File: config.mk
export PLATFORM = sky130hd
export DESIGN_NAME = mtg_csr
export DESIGN_NICKNAME = d
export VERILOG_FILES = /design/src/mtg_pkg.sv /design/src/mtg_checker.sv /design/src/mtg_csr.sv
export VERILOG_INCLUDE_DIRS = /design/src
export SDC_FILE = /design/constraint.sdc
export NUM_CORES = 2
export LEC_CHECK = 0
export ABC_AREA = 0
export BUFFER_PORTS_ARGS = -buffer_cell sky130_fd_sc_hd__buf_2
export CAP_MARGIN = 20
export CORE_AREA = 10 10 330 332
export CTS_CLUSTER_SIZE = 10
export DETAILED_ROUTE_END_ITERATION = 10
export DIE_AREA = 0 0 340 342
export PLACE_DENSITY = 0.65
export SYNTH_ARGS = -nofsm -noshare
export SYNTH_HDL_FRONTEND = slang
export SYNTH_HIERARCHICAL = 1
export SYNTH_SLANG_ARGS = --single-unit
File: constraint.sdc
create_clock -name aclk -period 4.6 [get_ports aclk]
set_input_delay 0.92 -clock aclk [delete_from_list [all_inputs] [get_ports aclk]]
set_output_delay 0.92 -clock aclk [all_outputs]
set_load 0.005 [all_outputs]
File: src/mtg_params.svh
// Register offsets, field positions, reset values and error codes
`ifndef MTG_PARAMS_SVH
`define MTG_PARAMS_SVH

// ---------------------------------------------------------------------
// Register byte offsets
// ---------------------------------------------------------------------
`define MTG_OFF_BEG_COUNT      12'h0C8
`define MTG_OFF_RDATA_WIDTH    12'h0DC
`define MTG_OFF_ERROR_REPORT   12'h0EC
`define MTG_OFF_WIDTH_RATIO    12'h0F0
`define MTG_OFF_SEQ_INCR       12'h100
`define MTG_OFF_START_ADDR     12'h140
`define MTG_OFF_ADDR_MODE      12'h180
`define MTG_OFF_PASSED         12'h1C0
`define MTG_OFF_FAILED         12'h1C4
`define MTG_OFF_FAIL_CNT_LO    12'h1C8
`define MTG_OFF_FAIL_CNT_HI    12'h1CC
`define MTG_OFF_FIRST_FAIL_LO  12'h1D0
`define MTG_OFF_FIRST_FAIL_HI  12'h1D4
`define MTG_OFF_TOTAL_LO       12'h1D8
`define MTG_OFF_TOTAL_HI       12'h1DC
`define MTG_OFF_COMPLETE       12'h1E0
`define MTG_OFF_INVERT         12'h1E4
`define MTG_OFF_REREAD_EN      12'h1EC
`define MTG_OFF_BE_COMPARE     12'h1F0
`define MTG_OFF_DG_COUNT       12'h1F8
`define MTG_OFF_BEG_COUNT_ALT  12'h1FC
`define MTG_OFF_RDW_ALT        12'h200
// Block-local registers
`define MTG_OFF_RUN_CTRL       12'h010
`define MTG_OFF_BURST_LEN      12'h01C
`define MTG_OFF_REREAD_DATA    12'h740

// ---------------------------------------------------------------------
// Field counts and reset values
// ---------------------------------------------------------------------
`define MTG_NUM_FIELDS         6
`define MTG_NUM_START_REGS     12
`define MTG_RST_SEQ_INCR       8'h01
`define MTG_RST_MODE           2'h2
`define MTG_RST_BURST_LEN      7'h01
`define MTG_RUN_START_BIT      0
`define MTG_ERR_INCR_LT_BURST  32'h0000_0001
`define MTG_ERR_ZERO_BURST     32'h0000_0002

`endif

File: src/mtg_pkg.sv
// Types shared by the traffic generator register block
package mtg_pkg;

  // Address field mode
  typedef enum logic [1:0] {
    MTG_MODE_FIXED  = 2'h0,
    MTG_MODE_RANDOM = 2'h1,
    MTG_MODE_SEQ    = 2'h2,
    MTG_MODE_UNUSED = 2'h3
  } mtg_mode_t;

  // One read beat returned from the memory port
  typedef struct packed {
    logic        valid;
    logic [63:0] addr;
    logic [31:0] data;
    logic [31:0] expect_data;
    logic [3:0]  byte_en;
  } mtg_rsp_t;

  // Run sequencing states
  typedef enum logic [3:0] {
    MTG_ST_IDLE   = 4'b0001,
    MTG_ST_RUN    = 4'b0010,
    MTG_ST_REREAD = 4'b0100,
    MTG_ST_DONE   = 4'b1000
  } mtg_state_t;

endpackage

File: src/mtg_checker.sv
// Per-byte read data compare with optional byte-enable aware mode
`timescale 1ns/10ps
`default_nettype none

module mtg_checker
  import mtg_pkg::*;
#(
  parameter int DATA_W = 32
) (
  input  wire logic [DATA_W-1:0]   rdata,
  input  wire logic [DATA_W-1:0]   wdata,
  input  wire logic [DATA_W/8-1:0] byte_en,
  input  wire logic                be_mode,
  output logic      [DATA_W-1:0]   per_bit_ok,
  output logic                     mismatch
);

  // ---------------------------------------------------------------
  // Byte lanes
  // ---------------------------------------------------------------
  genvar b;
  generate
    for (b = 0; b < DATA_W/8; b = b + 1) begin : g_lane
      logic [7:0] ref_byte;
      // Disabled lanes expect the inverted pattern in compare mode
      assign ref_byte = (be_mode && !byte_en[b]) ? ~wdata[b*8 +: 8]
                                                 : wdata[b*8 +: 8];
      assign per_bit_ok[b*8 +: 8] = ~(rdata[b*8 +: 8] ^ ref_byte);
    end
  endgenerate

  assign mismatch = ~&per_bit_ok;

endmodule
`default_nettype wire

File: src/mtg_csr.sv
// Register block of the memory test traffic generator
`timescale 1ns/10ps
`default_nettype none
`include "mtg_params.svh"

module mtg_csr
  import mtg_pkg::*;
#(
  parameter logic [4:0]  NUM_BYTE_EN_GEN = 5'h01,
  parameter logic [4:0]  NUM_DATA_GEN    = 5'h01,
  parameter logic [3:0]  WIDTH_RATIO     = 4'h4,
  parameter int          DATA_W          = 32,
  parameter logic [63:0] ADDR_SPACE      = 64'h0000_0000_0100_0000
) (
  input  wire logic                aclk,
  input  wire logic                aresetn,
  // AXI4-Lite slave
  input  wire logic [11:0]         s_axi_awaddr,
  input  wire logic                s_axi_awvalid,
  output logic                     s_axi_awready,
  input  wire logic [31:0]         s_axi_wdata,
  input  wire logic [3:0]          s_axi_wstrb,
  input  wire logic                s_axi_wvalid,
  output logic                     s_axi_wready,
  output logic [1:0]               s_axi_bresp,
  output logic                     s_axi_bvalid,
  input  wire logic                s_axi_bready,
  input  wire logic [11:0]         s_axi_araddr,
  input  wire logic                s_axi_arvalid,
  output logic                     s_axi_arready,
  output logic [31:0]              s_axi_rdata,
  output logic [1:0]               s_axi_rresp,
  output logic                     s_axi_rvalid,
  input  wire logic                s_axi_rready,
  // Generator side
  input  wire mtg_rsp_t            rsp,
  input  wire logic                issue_read,
  input  wire logic                stages_done,
  input  wire logic [63:0]         cur_addr,
  input  wire logic [6:0]          req_burst_len,
  output logic                     run_active,
  output logic                     invert_write_pattern,
  output logic                     targeted_reread_mode,
  output logic                     byte_enable_compare_mode,
  output logic                     reread_req,
  output logic [63:0]              reread_addr,
  output logic [6:0]               clipped_burst_len,
  output logic [15:0]              field_mode_flat,
  output logic [47:0]              field_incr_flat,
  output logic [383:0]             field_start_flat,
  output logic [DATA_W-1:0]        per_bit_compare_result
);

  // ---------------------------------------------------------------
  // Configuration storage
  // ---------------------------------------------------------------
  logic [7:0]  field_sequential_increment [`MTG_NUM_FIELDS];
  logic [31:0] read_field_start_address   [`MTG_NUM_START_REGS];
  logic [1:0]  read_field_address_mode    [`MTG_NUM_FIELDS];
  logic [6:0]  configured_burst_length;
  logic        test_passed_flag;
  logic        test_failed_flag;
  logic        run_complete_flag;
  logic [63:0] failed_read_count;
  logic [63:0] first_failure_address;
  logic [63:0] total_reads;
  logic        first_seen;
  logic [31:0] reread_data;
  logic [31:0] config_error_report;
  logic        mismatch;
  mtg_state_t  state;
  mtg_state_t  next_state;

  // ---------------------------------------------------------------
  // AXI4-Lite write channel
  // ---------------------------------------------------------------
  logic        aw_held;
  logic        w_held;
  logic [11:0] aw_addr;
  logic [31:0] w_data;
  logic [3:0]  w_strb;
  logic        wr_fire;
  logic        start_pulse;

  assign s_axi_awready = !aw_held && !s_axi_bvalid;
  assign s_axi_wready  = !w_held && !s_axi_bvalid;
  assign wr_fire       = aw_held && w_held && !s_axi_bvalid;
  assign s_axi_bresp   = 2'h0;

  // Address and data may arrive in either order
  always_ff @(posedge aclk) begin
    if (!aresetn) begin
      aw_held <= 1'b0;
      w_held  <= 1'b0;
      aw_addr <= 12'h000;
      w_data  <= 32'h0000_0000;
      w_strb  <= 4'h0;
    end else begin
      if (s_axi_awvalid && s_axi_awready) begin
        aw_held <= 1'b1;
        aw_addr <= s_axi_awaddr;
      end else if (wr_fire) begin
        aw_held <= 1'b0;
      end
      if (s_axi_wvalid && s_axi_wready) begin
        w_held <= 1'b1;
        w_data <= s_axi_wdata;
        w_strb <= s_axi_wstrb;
      end else if (wr_fire) begin
        w_held <= 1'b0;
      end
    end
  end

  // Response one cycle after both halves are held
  always_ff @(posedge aclk) begin
    if (!aresetn) begin
      s_axi_bvalid <= 1'b0;
    end else if (wr_fire) begin
      s_axi_bvalid <= 1'b1;
    end else if (s_axi_bready) begin
      s_axi_bvalid <= 1'b0;
    end
  end

  assign start_pulse = wr_fire && aw_addr == `MTG_OFF_RUN_CTRL &&
                       w_strb[0] && w_data[`MTG_RUN_START_BIT];

  // Writable registers; narrow fields live in byte lane 0
  always_ff @(posedge aclk) begin
    if (!aresetn) begin
      for (int i = 0; i < `MTG_NUM_FIELDS; i++) begin
        field_sequential_increment[i] <= `MTG_RST_SEQ_INCR;
        read_field_address_mode[i]    <= `MTG_RST_MODE;
      end
      for (int i = 0; i < `MTG_NUM_START_REGS; i++) begin
        read_field_start_address[i] <= 32'h0000_0000;
      end
      configured_burst_length  <= `MTG_RST_BURST_LEN;
      invert_write_pattern     <= 1'b0;
      targeted_reread_mode     <= 1'b0;
      byte_enable_compare_mode <= 1'b0;
    end else if (wr_fire) begin
      for (int i = 0; i < `MTG_NUM_FIELDS; i++) begin
        if (aw_addr == `MTG_OFF_SEQ_INCR + 12'(4*i) && w_strb[0])
          field_sequential_increment[i] <= w_data[7:0];
        if (aw_addr == `MTG_OFF_ADDR_MODE + 12'(4*i) && w_strb[0])
          read_field_address_mode[i] <= w_data[1:0];
      end
      for (int i = 0; i < `MTG_NUM_START_REGS; i++) begin
        if (aw_addr == `MTG_OFF_START_ADDR + 12'(4*i)) begin
          for (int k = 0; k < 4; k++) begin
            if (w_strb[k])
              read_field_start_address[i][k*8 +: 8] <= w_data[k*8 +: 8];
          end
        end
      end
      if (aw_addr == `MTG_OFF_BURST_LEN && w_strb[0])
        configured_burst_length <= w_data[6:0];
      if (aw_addr == `MTG_OFF_INVERT && w_strb[0])
        invert_write_pattern <= w_data[0];
      if (aw_addr == `MTG_OFF_REREAD_EN && w_strb[0])
        targeted_reread_mode <= w_data[0];
      if (aw_addr == `MTG_OFF_BE_COMPARE && w_strb[0])
        byte_enable_compare_mode <= w_data[0];
    end
  end

  // ---------------------------------------------------------------
  // Flattened views for the address generators
  // ---------------------------------------------------------------
  genvar f;
  generate
    for (f = 0; f < `MTG_NUM_FIELDS; f = f + 1) begin : g_field
      // Increment only meaningful in sequential mode
      assign field_incr_flat[f*8 +: 8] =
        (read_field_address_mode[f] == MTG_MODE_SEQ) ?
        field_sequential_increment[f] : 8'h00;
      assign field_mode_flat[f*2 +: 2] = read_field_address_mode[f];
      // Low word first, high word second
      assign field_start_flat[f*64 +: 64] =
        {read_field_start_address[2*f+1],
         read_field_start_address[2*f]};
    end
  endgenerate
  assign field_mode_flat[15:12] = 4'h0;

  // Illegal configuration codes
  always_comb begin
    config_error_report = 32'h0000_0000;
    if (field_sequential_increment[0] < {1'b0, configured_burst_length} &&
        read_field_address_mode[0] == MTG_MODE_SEQ)
      config_error_report = config_error_report |
                            `MTG_ERR_INCR_LT_BURST;
    if (configured_burst_length == 7'h00)
      config_error_report = config_error_report | `MTG_ERR_ZERO_BURST;
  end

  // Clip a burst that would run past the address space
  always_comb begin
    if (cur_addr + 64'(req_burst_len) > ADDR_SPACE) begin
      clipped_burst_len = 7'(ADDR_SPACE - cur_addr);
    end else begin
      clipped_burst_len = req_burst_len;
    end
  end

  // ---------------------------------------------------------------
  // Read data check
  // ---------------------------------------------------------------
  mtg_checker #(.DATA_W(DATA_W)) u_checker (
    .rdata      (rsp.data),
    .wdata      (rsp.expect_data),
    .byte_en    (rsp.byte_en),
    .be_mode    (byte_enable_compare_mode),
    .per_bit_ok (per_bit_compare_result),
    .mismatch   (mismatch)
  );

  // ---------------------------------------------------------------
  // Run sequencing
  // ---------------------------------------------------------------
  always_comb begin
    next_state = state;
    case (state)
      MTG_ST_IDLE: begin
        if (start_pulse) next_state = MTG_ST_RUN;
      end
      MTG_ST_RUN: begin
        if (stages_done)
          next_state = (targeted_reread_mode && first_seen) ?
                       MTG_ST_REREAD : MTG_ST_DONE;
      end
      MTG_ST_REREAD: begin
        if (rsp.valid) next_state = MTG_ST_DONE;
      end
      MTG_ST_DONE: begin
        if (start_pulse) next_state = MTG_ST_RUN;
      end
      default: next_state = MTG_ST_IDLE;
    endcase
  end

  always_ff @(posedge aclk) begin
    if (!aresetn) state <= MTG_ST_IDLE;
    else          state <= next_state;
  end

  assign run_active  = state == MTG_ST_RUN;
  assign reread_req  = state == MTG_ST_REREAD;
  assign reread_addr = first_failure_address;

  // Counters and first failure; frozen outside a run
  always_ff @(posedge aclk) begin
    if (!aresetn) begin
      failed_read_count     <= 64'h0;
      total_reads           <= 64'h0;
      first_failure_address <= 64'h0;
      first_seen            <= 1'b0;
    end else if (start_pulse && state != MTG_ST_RUN) begin
      failed_read_count     <= 64'h0;
      total_reads           <= 64'h0;
      first_failure_address <= 64'h0;
      first_seen            <= 1'b0;
    end else if (run_active && rsp.valid) begin
      total_reads <= total_reads + 64'h1;
      if (mismatch) begin
        failed_read_count <= failed_read_count + 64'h1;
        if (!first_seen) begin
          first_failure_address <= rsp.addr;
          first_seen            <= 1'b1;
        end
      end
    end
  end

  // Data returned by the second read of the failing address
  always_ff @(posedge aclk) begin
    if (!aresetn) begin
      reread_data <= 32'h0000_0000;
    end else if (reread_req && rsp.valid) begin
      reread_data <= rsp.data;
    end
  end

  // Verdict flags, exclusive by construction
  always_ff @(posedge aclk) begin
    if (!aresetn) begin
      test_passed_flag  <= 1'b0;
      test_failed_flag  <= 1'b0;
      run_complete_flag <= 1'b0;
    end else if (start_pulse && state != MTG_ST_RUN) begin
      test_passed_flag  <= 1'b0;
      test_failed_flag  <= 1'b0;
      run_complete_flag <= 1'b0;
    end else if (next_state == MTG_ST_DONE && state != MTG_ST_DONE) begin
      run_complete_flag <= 1'b1;
      test_passed_flag  <= !first_seen;
      test_failed_flag  <= first_seen;
    end
  end

  // ---------------------------------------------------------------
  // AXI4-Lite read channel
  // ---------------------------------------------------------------
  logic [31:0] next_rdata;
  logic        next_rerr;

  assign s_axi_arready = !s_axi_rvalid;

  // Address decode; unmapped reads answer zero with SLVERR
  always_comb begin
    next_rdata = 32'h0000_0000;
    next_rerr  = 1'b0;
    if (s_axi_araddr == `MTG_OFF_BEG_COUNT ||
        s_axi_araddr == `MTG_OFF_BEG_COUNT_ALT) begin
      next_rdata = {27'h0, NUM_BYTE_EN_GEN};
    end else if (s_axi_araddr == `MTG_OFF_DG_COUNT) begin
      next_rdata = {27'h0, NUM_DATA_GEN};
    end else if (s_axi_araddr == `MTG_OFF_RDATA_WIDTH ||
                 s_axi_araddr == `MTG_OFF_RDW_ALT) begin
      next_rdata = 32'(DATA_W);
    end else if (s_axi_araddr == `MTG_OFF_ERROR_REPORT) begin
      next_rdata = config_error_report;
    end else if (s_axi_araddr == `MTG_OFF_WIDTH_RATIO) begin
      next_rdata = {28'h0, WIDTH_RATIO};
    end else if (s_axi_araddr >= `MTG_OFF_SEQ_INCR &&
                 s_axi_araddr <  `MTG_OFF_SEQ_INCR + 12'h018 &&
                 s_axi_araddr[1:0] == 2'h0) begin
      next_rdata = {24'h0, field_sequential_increment[
                   3'(s_axi_araddr[4:2])]};
    end else if (s_axi_araddr >= `MTG_OFF_START_ADDR &&
                 s_axi_araddr <  `MTG_OFF_START_ADDR + 12'h030 &&
                 s_axi_araddr[1:0] == 2'h0) begin
      next_rdata = read_field_start_address[4'(s_axi_araddr[5:2])];
    end else if (s_axi_araddr >= `MTG_OFF_ADDR_MODE &&
                 s_axi_araddr <  `MTG_OFF_ADDR_MODE + 12'h018 &&
                 s_axi_araddr[1:0] == 2'h0) begin
      next_rdata = {30'h0, read_field_address_mode[
                   3'(s_axi_araddr[4:2])]};
    end else if (s_axi_araddr == `MTG_OFF_PASSED) begin
      next_rdata = {31'h0, test_passed_flag};
    end else if (s_axi_araddr == `MTG_OFF_FAILED) begin
      next_rdata = {31'h0, test_failed_flag};
    end else if (s_axi_araddr == `MTG_OFF_FAIL_CNT_LO) begin
      next_rdata = failed_read_count[31:0];
    end else if (s_axi_araddr == `MTG_OFF_FAIL_CNT_HI) begin
      next_rdata = failed_read_count[63:32];
    end else if (s_axi_araddr == `MTG_OFF_FIRST_FAIL_LO) begin
      next_rdata = first_failure_address[31:0];
    end else if (s_axi_araddr == `MTG_OFF_FIRST_FAIL_HI) begin
      next_rdata = first_failure_address[63:32];
    end else if (s_axi_araddr == `MTG_OFF_TOTAL_LO) begin
      next_rdata = total_reads[31:0];
    end else if (s_axi_araddr == `MTG_OFF_TOTAL_HI) begin
      next_rdata = total_reads[63:32];
    end else if (s_axi_araddr == `MTG_OFF_COMPLETE) begin
      next_rdata = {31'h0, run_complete_flag};
    end else if (s_axi_araddr == `MTG_OFF_INVERT) begin
      next_rdata = {31'h0, invert_write_pattern};
    end else if (s_axi_araddr == `MTG_OFF_REREAD_EN) begin
      next_rdata = {31'h0, targeted_reread_mode};
    end else if (s_axi_araddr == `MTG_OFF_BE_COMPARE) begin
      next_rdata = {31'h0, byte_enable_compare_mode};
    end else if (s_axi_araddr == `MTG_OFF_BURST_LEN) begin
      next_rdata = {25'h0, configured_burst_length};
    end else if (s_axi_araddr == `MTG_OFF_RUN_CTRL) begin
      next_rdata = {31'h0, run_active};
    end else if (s_axi_araddr == `MTG_OFF_REREAD_DATA) begin
      next_rdata = reread_data;
    end else begin
      next_rerr = 1'b1;
    end
  end

  // Read data registered; one cycle after the address is taken
  always_ff @(posedge aclk) begin
    if (!aresetn) begin
      s_axi_rvalid <= 1'b0;
      s_axi_rdata  <= 32'h0000_0000;
      s_axi_rresp  <= 2'h0;
    end else if (s_axi_arvalid && s_axi_arready) begin
      s_axi_rvalid <= 1'b1;
      s_axi_rdata  <= next_rdata;
      s_axi_rresp  <= next_rerr ? 2'h2 : 2'h0;
    end else if (s_axi_rready) begin
      s_axi_rvalid <= 1'b0;
    end
  end

endmodule
`default_nettype wire

## After elaboration in Yosys (flattened, before gate mapping)

Memories as Yosys holds them, arrays and structs flattened.
Cells that the tools add are included.

- Memory bits (writable): 444
- Word-level logic and storage cells: 621
- Input port bits: 273
- Memories: 3
- Register bits: 328

- Magnitude comparators: 8
- $add $sub $neg: 4
- Equal/unequal tests: 64
- Bitwise operators: 75
- Multiplexer cells: 377
- Reduce and logical (&&, ||, !) cells: 68

Memories:

| memory | words | width | read ports | clocked after memory_dff | write ports | line | text |
|---|---|---|---|---|---|---|---|
| read_field_start_address | 12 | 32 | 13 | 0 | 12 | mtg_csr.sv:58 | `` logic [31:0] read_field_start_address [`MTG_NUM_START_REGS]; `` |
| field_sequential_increment | 6 | 8 | 7 | 0 | 6 | mtg_csr.sv:57 | `` logic [7:0] field_sequential_increment [`MTG_NUM_FIELDS]; `` |
| read_field_address_mode | 6 | 2 | 7 | 0 | 6 | mtg_csr.sv:59 | `` logic [1:0] read_field_address_mode [`MTG_NUM_FIELDS]; `` |

Operators by type and width:

| operator | number |
|---|---|
| $mux 32 | 23 |
| $mux 8 | 64 |
| $eq 12x9->1 const B | 41 |
| $mux 1 | 276 |
| $add 64x1->64 const B | 2 |
| $add 64x7->64 | 1 |
| $gt 64x25->1 const B | 1 |
| $not 8->8 | 8 |
| $or 1x1->1 | 60 |
| $eq 12x5->1 const B | 4 |
| $eq 12x8->1 const B | 4 |
| $logic_and 1x1->1 | 42 |
| $ge 12x9->1 const B | 3 |
| $lt 12x9->1 const B | 3 |
| $reduce_and 32->1 | 1 |
| $xor 8x8->8 | 4 |
| $mux 2 | 8 |
| $mux 4 | 4 |
| $eq 12x10->1 const B | 1 |
| $eq 12x11->1 const B | 1 |
| $eq 2x2->1 const B | 6 |
| $pmux 4 s3 | 1 |
| $reduce_and 2->1 | 5 |
| $logic_not 1->1 | 9 |
| other kinds (16) | 24 |

## Depth between registers and ports, before layout

- Word-level depth: 25
- Mapped depth: 16
- Mapped depth without buffers: 13

## By module

Netlist, hierarchy kept.

Modules (own cells, without submodules):

| module | cells each | area each (um^2) | sequential area each (um^2) | instances |
|---|---|---|---|---|
| mtg_csr | 3599 | 36247.3 | 19879.1 | 1 |
| mtg_checker | 114 | 838.3 | 0.0 | 1 |

## Worst setup path after synthesis

No wires, ideal clock.

- Path type: input port to output port
- Start: input cur_addr[0]
- End: output clipped_burst_len[0]
- Slack: -0.180 ns
- Cell stages on the path: 13
- Buffers on the path: 1
- Arrival: 3.860 ns
- Cell sequence: ha_1 -> inv_1 -> fa_1 -> nor2b_2 -> o31a_1 -> o2111ai_1 -> buf_2 -> o21ai_0 -> nand4_1 -> or4_4 -> nor4_4 -> nand4_4 -> mux2_4

- Word-level cells in the longest chain between the ends: 3
- Elaborated cells between the ends (all ways): 4

Ends and longest elaborated chain:

| element | line | text |
|---|---|---|
| from (decl) | mtg_csr.sv:39 | `input wire logic [63:0] cur_addr,` |
| $add 64x7->64 | mtg_csr.sv:201 | `if (cur_addr + 64'(req_burst_len) > ADDR_SPACE) begin` |
| $gt 64x25->1 | mtg_csr.sv:201 |  |
| $mux 7 (*) | mtg_csr.sv:201 |  |
| to (decl) | mtg_csr.sv:47 | `output logic [6:0] clipped_burst_len,` |

Mark *: on every way between the ends. The rest lies on a longest branch, timed or not.

## Worst setup path in the final report

- Start: input req_burst_len[0]
- End: output clipped_burst_len[2]

- Word-level cells in the longest chain between the ends: 3

Ends and longest elaborated chain:

| element | line | text |
|---|---|---|
| from (decl) | mtg_csr.sv:40 | `input wire logic [6:0] req_burst_len,` |
| $add 64x7->64 | mtg_csr.sv:201 |  |
| $gt 64x25->1 | mtg_csr.sv:201 |  |
| $mux 7 | mtg_csr.sv:201 |  |

No other way between the ends.

==> results_dict.tcl <==
set metrics [dict create \
    num-fill-cells 9899 \
    placementRows 118 \
    multi_input_comb_area_mm2 0.0162 \
    finish.net_count 4955 \
    r2r_slack_ns 0.32 \
    path_clk_slew_ns 0.06 \
    failing_checks "negative setup slack" \
    max_cap_violations 0 \
    period_minus_slack_ns 5.01 \
    syn-cell-area_mm2 0.0371 \
    reg2reg_from "byte_enable_compare_mode$_SDFFE_PN0P_" \
    commonest_cells_after_routing_fill_and_taps_aside "buf_2 (847), nor2_1 (669), nand2_1 (579)" \
    required_ns 3.68 \
    grt_setup_unrepaired "true" \
    grt_pass1_vias 33101 \
    avg_wl_per_cell_um 27.5 \
    cp-start-kind "input port" \
    clk-insertion-delay-late_ns 0.68 \
    grt_pass1_wl_um 238000 \
    core_mm2 0.103 \
    first_pass_iters 9 \
    grt_busiest_layer "met2" \
    syn-instance-count 3713 \
    crit_type "input port to output pin" \
    worst_setup_path_end_kind "output pin" \
    synth.distinct_cells 93 \
    worst_clock_skew_ns 0.0454 \
    timing.final.crit_share 1.09 \
    met2_usage 0.464 \
    worstHoldPathCells 2 \
    met1_usage 0.328 \
    routed-via-count 33982 \
    final-max-slew-violation-count 0 \
    async_flop_share 0 \
    relSlewSlack 0.292 \
    initial_drt_markers 3632 \
    cellLeakagePower_nw 18.4 \
    tritoncts_clock_tree "done" \
    cp_max_fo 7 \
    layout-drive-gt1-share 0.288 \
    synth-main-ff-cell "edfxtp_1" \
    hp-start "aw_addr[1]$_SDFFE_PN0P_" \
    worst_r2r_endpoint "failed_read_count[42]$_SDFFE_PP0P_" \
    yosysWarnings 6 \
    status "complete, but fails checks" \
    cts_inserted_buffers 91 \
    initial_antenna_violation_count 43 \
    crit_path_max_incr_delay_ns 0.45 \
    fmax_mhz 200 \
    die_area_mm2 0.116 \
    cp_slowest_cell "or4_4" \
    r2r.worst_path.cells 12 \
    route.detailed.drc 0 \
    final_util 0.459 \
    synth-edff-count 444 \
    ys_seq_elements 771 \
    area_growth_pct 26.9 \
    pin_count_of_the_biggest_net_entering_global_routing 99 \
    timing.critical_path.cells "buf_8 > ha_4 > inv_2 > fa_2 > nor2b_2 > o31a_1 > o2111ai_4 > nor4b_4 > o21ai_1 > or4_4 > nor4_4 > nand4_4 > buf_12 > mux2_4 > buf_6" \
    dieHeight_um 342 \
    start_util 0.361 \
    width_of_the_die_um 340 \
    hold_ep "aw_addr[1]$_SDFFE_PN0P_" \
    synth.avg_cell_area_um2 9.99 \
    io_buffer_count 861 \
    vias_per_cell 5.54 \
    max-clock-path-buffers 3 \
    critical_path_arrival_ns 4.09 \
    setup_viol 7 \
    final_worst_path_setup_slack_ns -0.408 \
    overflow 0 \
    gpl.final_weighted_congestion 0.999 \
    cts_htree_levels 3 \
    cellPowerDensity_mw_per_mm2 339 \
    area.sequential_mm2 0.0199 \
    numClockSinks 771 \
    mostFrequentLayoutCell "buf_2" \
    power.ir.vdd_worst_mv 0.387 \
    pin_count 870 \
    tightestPinTransition_ns 1.05 \
    final_hold_viol_count 0 \
    clock_tree.root_cell "clkbuf_16" \
    grt_util_met3 0.0824 \
    seq_area_frac_synth 0.536 \
    min_path_type "flip-flop to flip-flop" \
    detailedPlace.worstSlack_ns -0.617 \
    hpwlAfterDp_um 134000 \
    gr-usage-all-layers 0.277 \
    drt-total-wl_um 169000 \
    ant_nets 0 \
]
synthesized netlist by cell type, types with 16 or more instances:
master | count | area [µm²]
inv_1 | 74 | 278
nor3_1 | 37 | 185
xnor2_1 | 103 | 902
dfxtp_1 | 327 | 6550
nor2_1 | 670 | 2510
edfxtp_1 | 444 | 13300
nor2b_1 | 16 | 100
mux2i_1 | 64 | 641
a222oi_1 | 27 | 270
buf_1 | 29 | 109
ha_1 | 16 | 200
nand2b_1 | 28 | 175
o221ai_1 | 20 | 175
and2_1 | 62 | 388
mux4_2 | 104 | 2340
or4_1 | 16 | 120
a21oi_1 | 288 | 1440
nor4_1 | 23 | 144
nand2_1 | 580 | 2180
a21o_1 | 18 | 135
nand3_1 | 97 | 485
a22oi_1 | 21 | 158
o21ai_0 | 81 | 405
nand4_1 | 52 | 325
and3_1 | 26 | 163
xor2_1 | 83 | 727
or3_1 | 30 | 188
clkbuf_1 | 171 | 642
report_power, final:
| group | switching (mW) | internal (mW) | total (mW) |
|---|---|---|---|
| Sequential | 0.144 | 7.46 | 7.61 |
| Combinational | 0.963 | 0.610 | 1.57 |
| Clock | 2.95 | 3.85 | 6.80 |
stage by stage:
| stage | hold slack, ns | setup TNS [ns] | power (mW) | area (µm²) | cells |
|---|---|---|---|---|---|
| 5_1_grt | 0.454 | -3.67 | 16.4 | 47000 | 6119 |
| 4_1_cts | 0.432 | -2.74 | 16.0 | 46900 | 6099 |
| 3_3_place_gp | 0.439 | -4.33 | 9.28 | 44100 | 5948 |
| 3_5_place_dp | 0.445 | -4.26 | 9.29 | 44100 | 5948 |
| 2_1_floorplan | 0.426 | -0.637 | 8.40 | 37100 | 3719 |
| 6_report | 0.451 | -2.83 | 16.0 | 47100 | 6136 |
sequential cells by signal (all words and copies together) (netlist names), 4 cells and up:
register,flops
s_axi_rdata,32
configured_burst_length,7
w_data,32
read_field_start_address,384
w_strb,4
reread_data,32
aw_addr,12
read_field_address_mode,12
reread_addr,64
field_sequential_increment,48
failed_read_count,64
total_reads,64
state,4
metal layers:
metal  up-vias  wire length (µm)
met3       324             17700
met1     16724             61600
li1      15107                 -
met5         -               143
met2      1807             81600
met4        20              7730
logic make-up after synthesis:
family,count (synthesis),synth area share
AO/OA/AOI/OAI,557,0.0924
XOR/XNOR,187,0.0444
adder cells (fa/ha/maj),17,0.00594
buffers and inverters,294,0.0312
flip-flops,771,0.536
multiplexers,179,0.0845
other,1,0.000101
AND/OR/NAND/NOR,1707,0.205
how the worst max path moves through the flow:
stage                           startpoint              endpoint  slack (ns)  depth (start not counted)
after floorplan                cur_addr[0]  clipped_burst_len[0]       -0.09                         13
after global placement    req_burst_len[6]  clipped_burst_len[4]       -0.63                         14
after detailed placement  req_burst_len[6]  clipped_burst_len[0]       -0.62                         15
after CTS                 req_burst_len[0]  clipped_burst_len[0]       -0.40                         15
after global routing      req_burst_len[0]  clipped_burst_len[0]       -0.53                         15
final                     req_burst_len[0]  clipped_burst_len[2]       -0.41                         15
worst max-delay path: cells and delay by family:
family	cells	cell delay, ns
buf+inv	4	0.47
simple gates	5	1.27
compound gates	3	0.74
mux	1	0.30
fa+ha+maj	2	0.37
repair_timing:
action | 4_1_cts | 5_1_grt
hold buffers | 0 | 0
gates cloned | 0 | 0
setup endpoints to repair | 7 | 7
setup buffers | 2 | 1
gates resized for setup | 29 | 1
pin swaps | 11 | 2
layout make-up:
| cell class | instances | share of cell area |
|---|---|---|
| Multi-Input combinational cell | 2654 | 0.345 |
| Sequential cell | 771 | 0.422 |
| Clock inverter | 13 | 0.00444 |
| Timing Repair Buffer | 1072 | 0.130 |
| Inverter | 75 | 0.00603 |
| Antenna cell | 35 | 0.00186 |
| Tap cell | 1380 | 0.0367 |
| Clock buffer | 136 | 0.0530 |
(Power assumes the default switching activity.)
